===== config.mk =====
export PLATFORM = sky130hd
export DESIGN_NAME = pga_front_end
export DESIGN_NICKNAME = d
export VERILOG_FILES = /design/src/core/pga_pkg.sv /design/src/core/pga_reg_if.sv /design/src/core/pga_apb_slave.sv /design/src/core/pga_alarm_latch.sv /design/src/core/pga_front_end.sv
export SDC_FILE = /design/constraint.sdc
export NUM_CORES = 1
export LEC_CHECK = 0
export BUFFER_PORTS_ARGS = -buffer_cell sky130_fd_sc_hd__buf_2
export CORE_MARGIN = 4
export CORE_UTILIZATION = 56
export CTS_BUF_LIST = sky130_fd_sc_hd__clkbuf_2
export DETAILED_ROUTE_END_ITERATION = 10
export GPL_TIMING_DRIVEN = 0
export PLACE_DENSITY = 0.8
export SLEW_MARGIN = 20
export SYNTH_ARGS = -nofsm -noshare
export SYNTH_HDL_FRONTEND = slang
export SYNTH_HIERARCHICAL = 1
export SYNTH_SLANG_ARGS = --single-unit

===== constraint.sdc =====
create_clock -name pclk -period 2.6 [get_ports pclk]
set_clock_uncertainty 0.05 [all_clocks]
set_input_delay 0.52 -clock pclk [delete_from_list [all_inputs] [get_ports pclk]]
set_output_delay 0.52 -clock pclk [all_outputs]
set_load 0.02 [all_outputs]

===== src/core/pga_pkg.sv =====
package pga_pkg;

	// ****************************************
	// Register indices (byte address = 4 * index)
	// ****************************************
	localparam int IDX_W = 8;
	localparam int ADDR_LSB = 2;
	localparam logic [IDX_W-1:0] IDX_SETUP = 8'h10;
	localparam logic [IDX_W-1:0] IDX_ALARM = 8'h11;
	localparam logic [IDX_W-1:0] IDX_FAULT = 8'h12;
	localparam logic [IDX_W-1:0] IDX_PRIMARY = 8'h13;
	localparam logic [IDX_W-1:0] IDX_IRQ_STAT = 8'h14;
	localparam logic [IDX_W-1:0] IDX_IRQ_MASK = 8'h15;

	// ****************************************
	// Field layout and reset values
	// ****************************************
	localparam int DATA_W = 32;
	localparam int GAIN_LSB = 0;
	localparam int GAIN_W = 4;
	localparam int SEL_LSB = 4;
	localparam int SEL_W = 3;
	localparam int NUM_GAINS = 12;
	localparam int NUM_ALARMS = 8;
	localparam int SUMMARY_BIT = 4;
	localparam int CRC_BIT = 0;
	localparam int IRQ_W = 2;
	localparam int IRQ_ALARM_BIT = 0;
	localparam int IRQ_CRC_BIT = 1;
	localparam logic [GAIN_W-1:0] GAIN_UNITY = 4'h4;
	localparam logic [GAIN_W-1:0] GAIN_MAX = 4'hb;
	localparam logic [GAIN_W-1:0] GAIN_RESET = 4'h4;
	localparam logic [SEL_W-1:0] SEL_EXTERNAL = 3'h0;
	localparam logic [SEL_W-1:0] SEL_TEST = 3'h5;
	localparam logic [SEL_W-1:0] SEL_RESET = 3'h5;

	function automatic logic pga_gain_ok(input logic [GAIN_W-1:0] code);
		return code <= GAIN_MAX;
	endfunction : pga_gain_ok

	function automatic logic pga_sel_ok(input logic [SEL_W-1:0] code);
		return (code == SEL_EXTERNAL) || (code == SEL_TEST);
	endfunction : pga_sel_ok

endpackage : pga_pkg


===== src/core/pga_reg_if.sv =====
`timescale 1ns/10ps
`default_nettype none
interface pga_reg_if;
	import pga_pkg::*;
	logic setup;
	logic access;
	logic write;
	logic [IDX_W-1:0] idx;
	logic [DATA_W-1:0] wdata;
	logic [DATA_W-1:0] rdata;
	logic [DATA_W-1:0] captured;
	logic mapped;
	modport bus(output setup, access, write, idx, wdata, captured,
		input rdata, mapped);
	modport core(input setup, access, write, idx, wdata, captured,
		output rdata, mapped);
endinterface : pga_reg_if
`default_nettype wire


===== src/core/pga_apb_slave.sv =====
`timescale 1ns/10ps
`default_nettype none
module pga_apb_slave
	import pga_pkg::*;
#(
	parameter int ADDR_W = 10
) (
	input wire logic pclk, // Bus clock
	input wire logic presetn, // Async reset, low
	input wire logic psel, // Select
	input wire logic penable, // Access phase
	input wire logic pwrite, // Direction
	input wire logic [ADDR_W-1:0] paddr, // Byte address
	input wire logic [DATA_W-1:0] pwdata, // Write data
	output logic [DATA_W-1:0] prdata, // Read data
	output logic pready, // Ready
	output logic pslverr, // Error
	pga_reg_if.bus regs // Register strobes
);
	typedef struct packed {
		logic [DATA_W-1:0] rdata;
		logic err;
	} pga_apb_state_type;

	pga_apb_state_type st, next_st;
	logic aligned;

	// ****************************************
	// Decode
	// ****************************************
	assign aligned = (paddr[ADDR_LSB-1:0] == '0)
		&& ((paddr >> (ADDR_LSB + IDX_W)) == '0);
	assign regs.idx = paddr[ADDR_LSB+IDX_W-1:ADDR_LSB];
	assign regs.setup = psel & ~penable;
	assign regs.access = psel & penable & aligned & regs.mapped;
	assign regs.write = pwrite;
	assign regs.wdata = pwdata;
	assign regs.captured = st.rdata;
	assign pready = psel & penable;
	assign prdata = st.rdata;
	assign pslverr = st.err & psel & penable;

	// Read data captured in setup so the access phase answers from a flop
	always_comb begin
		next_st = st;
		if (regs.setup) begin
			next_st.err = ~(aligned & regs.mapped);
			next_st.rdata = (pwrite || !aligned) ? '0 : regs.rdata;
		end
	end

	always_ff @(posedge pclk or negedge presetn) begin
		if (!presetn) begin
			st <= '0;
		end else begin
			st <= next_st;
		end
	end
endmodule : pga_apb_slave
`default_nettype wire


===== src/core/pga_alarm_latch.sv =====
`timescale 1ns/10ps
`default_nettype none
module pga_alarm_latch
	import pga_pkg::*;
#(
	parameter int N = NUM_ALARMS
) (
	input wire logic pclk, // Clock
	input wire logic presetn, // Async reset, low
	input wire logic [N-1:0] monitor, // Comparator outputs
	input wire logic [N-1:0] clear, // Bits to clear
	output logic [N-1:0] flags, // Latched flags
	output logic new_event // A flag newly set
);
	typedef struct packed {
		logic [N-1:0] flags;
		logic ev;
	} pga_latch_state_type;

	pga_latch_state_type st, next_st;

	assign flags = st.flags;
	assign new_event = st.ev;

	// A comparator hit in the clearing cycle wins over the clear
	always_comb begin
		next_st.flags = (st.flags & ~clear) | monitor;
		next_st.ev = |(monitor & ~(st.flags & ~clear));
	end

	always_ff @(posedge pclk or negedge presetn) begin
		if (!presetn) begin
			st <= '0;
		end else begin
			st <= next_st;
		end
	end
endmodule : pga_alarm_latch
`default_nettype wire


===== src/core/pga_front_end.sv =====
// How it works
// Gain codes 0..11 select 0.0625 to 128
// Below unity attenuates, unity and above amplifies
// Setup register 10h holds input and gain
// Code 000 external inputs, 101 test voltage
// Eight alarm flags, high/low per monitor
// Alarms at 11h, checksum error at 12h
// Summary bit 4 is OR of all
// Alarm flags latch after condition goes away
// Reading alarm register clears latched flags
// Summary clears only when everything is clear
// Single-cycle excursion still sets a flag
// Host polls summary, then reads sources
// Reserved gain and input codes are ignored
//
// Design decision made here: the APB interface to the registers.
`timescale 1ns/10ps
`default_nettype none
module pga_front_end
	import pga_pkg::*;
#(
	parameter int ADDR_W = 10
) (
	input wire logic pclk, // 40 MHz clock
	input wire logic presetn, // Async reset, low
	input wire logic psel, // APB select
	input wire logic penable, // APB enable
	input wire logic pwrite, // APB direction
	input wire logic [ADDR_W-1:0] paddr, // APB byte address
	input wire logic [pga_pkg::DATA_W-1:0] pwdata, // APB write data
	output logic [pga_pkg::DATA_W-1:0] prdata, // APB read data
	output logic pready, // APB ready
	output logic pslverr, // APB error
	input wire logic [pga_pkg::NUM_ALARMS-1:0] monitor_hit, // Comparators
	input wire logic checksum_error_flag, // Checksum error level
	output logic [pga_pkg::GAIN_W-1:0] gain_code, // Active gain code
	output logic [pga_pkg::NUM_GAINS-1:0] gain_onehot, // Gain step
	output logic attenuate_mode, // Gain below unity
	output logic connect_external, // Differential inputs
	output logic connect_test_voltage, // Supply midpoint
	output logic front_end_summary_flag, // Any alarm or error
	output logic irq // Level interrupt
);
	import pga_pkg::*;

	typedef struct packed {
		logic [GAIN_W-1:0] gain;
		logic [SEL_W-1:0] sel;
		logic [NUM_GAINS-1:0] onehot;
		logic atten;
		logic ext;
		logic test;
		logic [IRQ_W-1:0] irq_stat;
		logic [IRQ_W-1:0] irq_mask;
		logic crc_q;
	} pga_core_state_type;

	pga_core_state_type st, next_st;
	pga_reg_if regs();
	logic [NUM_ALARMS-1:0] alarm_flags;
	logic [NUM_ALARMS-1:0] alarm_clear;
	logic alarm_event;
	logic wr;
	logic [GAIN_W-1:0] wr_gain;
	logic [SEL_W-1:0] wr_sel;
	logic [IRQ_W-1:0] irq_event;
	logic [DATA_W-1:0] primary;
	logic bus_ok;

	// ****************************************
	// Bus slave and alarm latch
	// ****************************************
	pga_apb_slave #(.ADDR_W(ADDR_W)) u_apb (
		.pclk(pclk),
		.presetn(presetn),
		.psel(psel),
		.penable(penable),
		.pwrite(pwrite),
		.paddr(paddr),
		.pwdata(pwdata),
		.prdata(prdata),
		.pready(pready),
		.pslverr(pslverr),
		.regs(regs)
	);

	// Only bits returned by the read are cleared, so a hit after setup
	// is not lost
	assign alarm_clear = (regs.access && !regs.write && regs.idx == IDX_ALARM)
		? regs.captured[NUM_ALARMS-1:0] : '0;

	pga_alarm_latch #(.N(NUM_ALARMS)) u_latch (
		.pclk(pclk),
		.presetn(presetn),
		.monitor(monitor_hit),
		.clear(alarm_clear),
		.flags(alarm_flags),
		.new_event(alarm_event)
	);

	// ****************************************
	// Read mux
	// ****************************************
	assign front_end_summary_flag = (|alarm_flags) | checksum_error_flag;

	always_comb begin
		primary = '0;
		primary[SUMMARY_BIT] = front_end_summary_flag;
		regs.rdata = '0;
		regs.mapped = 1'b1;
		unique case (regs.idx)
			IDX_SETUP: begin
				regs.rdata[GAIN_LSB +: GAIN_W] = st.gain;
				regs.rdata[SEL_LSB +: SEL_W] = st.sel;
			end
			IDX_ALARM: regs.rdata[NUM_ALARMS-1:0] = alarm_flags;
			IDX_FAULT: regs.rdata[CRC_BIT] = checksum_error_flag;
			IDX_PRIMARY: regs.rdata = primary;
			IDX_IRQ_STAT: regs.rdata[IRQ_W-1:0] = st.irq_stat;
			IDX_IRQ_MASK: regs.rdata[IRQ_W-1:0] = st.irq_mask;
			default: regs.mapped = 1'b0;
		endcase
	end

	// ****************************************
	// Configuration and interrupt state
	// ****************************************
	assign wr = regs.access & regs.write;
	assign bus_ok = regs.mapped && (paddr[ADDR_LSB-1:0] == '0)
		&& ((paddr >> (ADDR_LSB + IDX_W)) == '0);
	assign wr_gain = regs.wdata[GAIN_LSB +: GAIN_W];
	assign wr_sel = regs.wdata[SEL_LSB +: SEL_W];
	assign irq_event[IRQ_ALARM_BIT] = alarm_event;
	assign irq_event[IRQ_CRC_BIT] = checksum_error_flag & ~st.crc_q;

	always_comb begin
		next_st = st;
		next_st.crc_q = checksum_error_flag;
		if (wr && regs.idx == IDX_SETUP) begin
			if (pga_gain_ok(wr_gain)) begin
				next_st.gain = wr_gain;
			end
			if (pga_sel_ok(wr_sel)) begin
				next_st.sel = wr_sel;
			end
		end
		next_st.onehot = '0;
		next_st.onehot[next_st.gain] = 1'b1;
		next_st.atten = next_st.gain < GAIN_UNITY;
		next_st.ext = next_st.sel == SEL_EXTERNAL;
		next_st.test = next_st.sel == SEL_TEST;
		if (wr && regs.idx == IDX_IRQ_MASK) begin
			next_st.irq_mask = regs.wdata[IRQ_W-1:0];
		end
		if (wr && regs.idx == IDX_IRQ_STAT) begin
			next_st.irq_stat = st.irq_stat & ~regs.wdata[IRQ_W-1:0];
		end
		next_st.irq_stat = next_st.irq_stat | irq_event;
	end

	always_ff @(posedge pclk or negedge presetn) begin
		if (!presetn) begin
			st.gain <= GAIN_RESET;
			st.sel <= SEL_RESET;
			st.onehot <= NUM_GAINS'(1) << GAIN_RESET;
			st.atten <= GAIN_RESET < GAIN_UNITY;
			st.ext <= SEL_RESET == SEL_EXTERNAL;
			st.test <= SEL_RESET == SEL_TEST;
			st.irq_stat <= '0;
			st.irq_mask <= '0;
			st.crc_q <= 1'b0;
		end else begin
			st <= next_st;
		end
	end

	assign gain_code = st.gain;
	assign gain_onehot = st.onehot;
	assign attenuate_mode = st.atten;
	assign connect_external = st.ext;
	assign connect_test_voltage = st.test;
	assign irq = |(st.irq_stat & st.irq_mask);
endmodule : pga_front_end
`default_nettype wire


==> impl_metrics.env <==
export IMPL_p_leak_nw=2.380
export IMPL_grt_max_degree=43
export IMPL_holdPathEnd="st[0]"
export IMPL_r2r_end="u_apb/prdata[0]"
export IMPL_final_area_mm2=0.004985
export IMPL_hp_start="checksum_error_flag"
export IMPL_clkSinkCount=69
export IMPL_critPathKind="in2reg"
export IMPL_initial_utilization_pct=59.23
export IMPL_via_per_inst=5.052
export IMPL_start_kind="input port"
export IMPL_arrival_ns=3.46
export IMPL_status="finished with violations"
export IMPL_r2r_setup_slack_ns=0.96
export IMPL_fin_hold_ws_ns=0.1359
export IMPL_ant_nets=0
export IMPL_cts_root_buffer="clkbuf_2"
export IMPL_p_per_area_mw_per_mm2=374.4
export IMPL_clock_path_buffers=2
export IMPL_grt_ovfl_total=0
export IMPL_cap_violations=0
export IMPL_rows=30
export IMPL_syn_inst=363
export IMPL_antenna_cells=0
export IMPL_utilization_pct=71.78
export IMPL_slew_headroom_pct=64.28
export IMPL_setup_viol=35
export IMPL_postPlaceCellArea_mm2=0.004750
export IMPL_cts_tree="done"
export IMPL_final_max_slew_violation_count=0
export IMPL_syn_area_mm2=0.004113
export IMPL_final_nets=529
export IMPL_p_clk_share_pct=26.2
export IMPL_antenna_found_initial=0
export IMPL_period_minus_slack_ns=3.075
export IMPL_drc=0
export IMPL_fp_dieH_um=93.70
export IMPL_cts_inserted_buffers=9
export IMPL_gp_congestion=0.8118
export IMPL_comb_power_share_pct=14.5
export IMPL_fin_crit_sh_pct=118.3
export IMPL_worst_pin_slew_ns=0.5309
export IMPL_clk_latency_ns=0.49
export IMPL_vias=2900
export IMPL_clk_pin_slew_ns=0.15
export IMPL_power_total_mw=1.866
export IMPL_fmax_mhz=325.2
export IMPL_power_switching_share_pct=27.93
export IMPL_rsz0062_at_grt="yes"
export IMPL_p_seq_share_pct=59.2
export IMPL_fp_dieW_um=93.70
export IMPL_synth_avg_cell_area_um2=11.33
export IMPL_syn_to_final_growth_pct=21.20
export IMPL_worstSetupStartpoint="paddr[5]"
export IMPL_dp_hpwl_mm=5.988
export IMPL_crit_required_ns=2.98
export IMPL_worstPathMaxFanout=5
export IMPL_r2r_cells=6
export IMPL_rr_startpoint="gain_code[0]"
export IMPL_place_ws_ns=-1.181
export IMPL_whs_path_depth=1
export IMPL_p_sw_mw=0.5212
export IMPL_placed_cells=552
export IMPL_max_vdd_ir_drop_mv=0.2182
export IMPL_first_iter_violations=125
export IMPL_die_area_mm2=0.008779
export IMPL_fin_ws_ns=-0.4753
export IMPL_internal_power_mw=1.345
export IMPL_grt_first_pass_wirelength_mm=13.39
export IMPL_io_pins=111
export IMPL_hp_class="in2reg"
export IMPL_detail_route_wl_per_cell_um=14.41
export IMPL_violations="negative setup slack"
export IMPL_finalSetupTns_ns=-8.356
export IMPL_port_buffers=69
export IMPL_drive_gt1_share_pct=53.97
export IMPL_grt_usage_pct=19.35
export IMPL_drt_total_wl_mm=8.272
export IMPL_grt_pass1_vias=2772
export IMPL_cts_max_level=3
export IMPL_final_hold_viol_count=0
export IMPL_core_area_mm2=0.006944
export IMPL_synth_warnings=6
export IMPL_cp_end_kind="flop"
export IMPL_final_cells=574
export IMPL_dr_pass1_iters=4
## cell type report
type / count / area [um^2]
fill: 518 / 1959
multi-input combinational: 220 / 1916
sequential: 69 / 1733
buffer: 91 / 689.4
timing repair buffer: 78 / 434.2
tap: 96 / 120.1
clock buffer: 12 / 60.06
clock inverter: 4 / 17.52
inverter: 4 / 15.01
## what timing repair did
item                                    4_1_cts  5_1_grt
buffers inserted                              5        2
hold buffers                                  1        0
hold endpoints to repair                     24        0
pin swaps                                     4       13
endpoints found under the setup margin       35       35
resized for setup                             9       18
## worst max-delay path by stage
stage	endpoint	slack, ns	cells past startpoint
after floorplan	connect_test_voltage	-0.95	12
after global placement	connect_test_voltage	-1.16	12
after detailed placement	st[20]	-1.18	12
after CTS	gain_onehot[0]	-0.44	12
after global routing	gain_onehot[0]	-0.52	11
final	st[20]	-0.48	10
## power by group through the flow
stage | registers (mW) | logic, mW | clock network (mW)
floorplan | 1.12 | 0.187 | 0
finish | 1.11 | 0.271 | 0.490
global placement | 1.12 | 0.258 | 0
detailed placement | 1.12 | 0.266 | 0
CTS | 1.11 | 0.271 | 0.504
global route | 1.11 | 0.296 | 0.535
## sequential cells by signal (all words and copies together) (netlist names)
signal / count
u_apb/prdata: 32
u_latch/flags: 8
gain_code: 4
gain_onehot: 12
connect_external: 1
u_apb/st: 1
attenuate_mode: 1
u_latch/new_event: 1
st: 8
connect_test_voltage: 1
## metal layers
layer | up-vias | part of all wire [%] | GRT usage (%)
met5 | - | 0 | 0
met4 | 0 | 1.4 | 7.581
met3 | 10 | 4.5 | 3.125
met2 | 75 | 48 | 30.93
met1 | 1392 | 46 | 26.37
li1 | 1423 | - | -
## placed cells by master (no fill, tap or decap), types with 9 or more instances in the layout
cell type,count
nand3b_1,36
dfrtp_1,64
nand2b_4,9
conb_1,24
clkbuf_2,12
clkbuf_1,9
o2bb2ai_2,30
nor2_1,10
buf_2,73
buf_4,77
## worst max-delay path, stage by stage
cell and delay, ns:
buf_6 0.09, or4b_4 0.54, or2_4 0.25, a21oi_2 0.11, or3b_4 0.41, nor2_4 0.13, nand2_2 0.07, or4_4 0.56
or3_4 0.46, mux2_4 0.31
No activity file was read; power rests on OpenSTA's default activity.
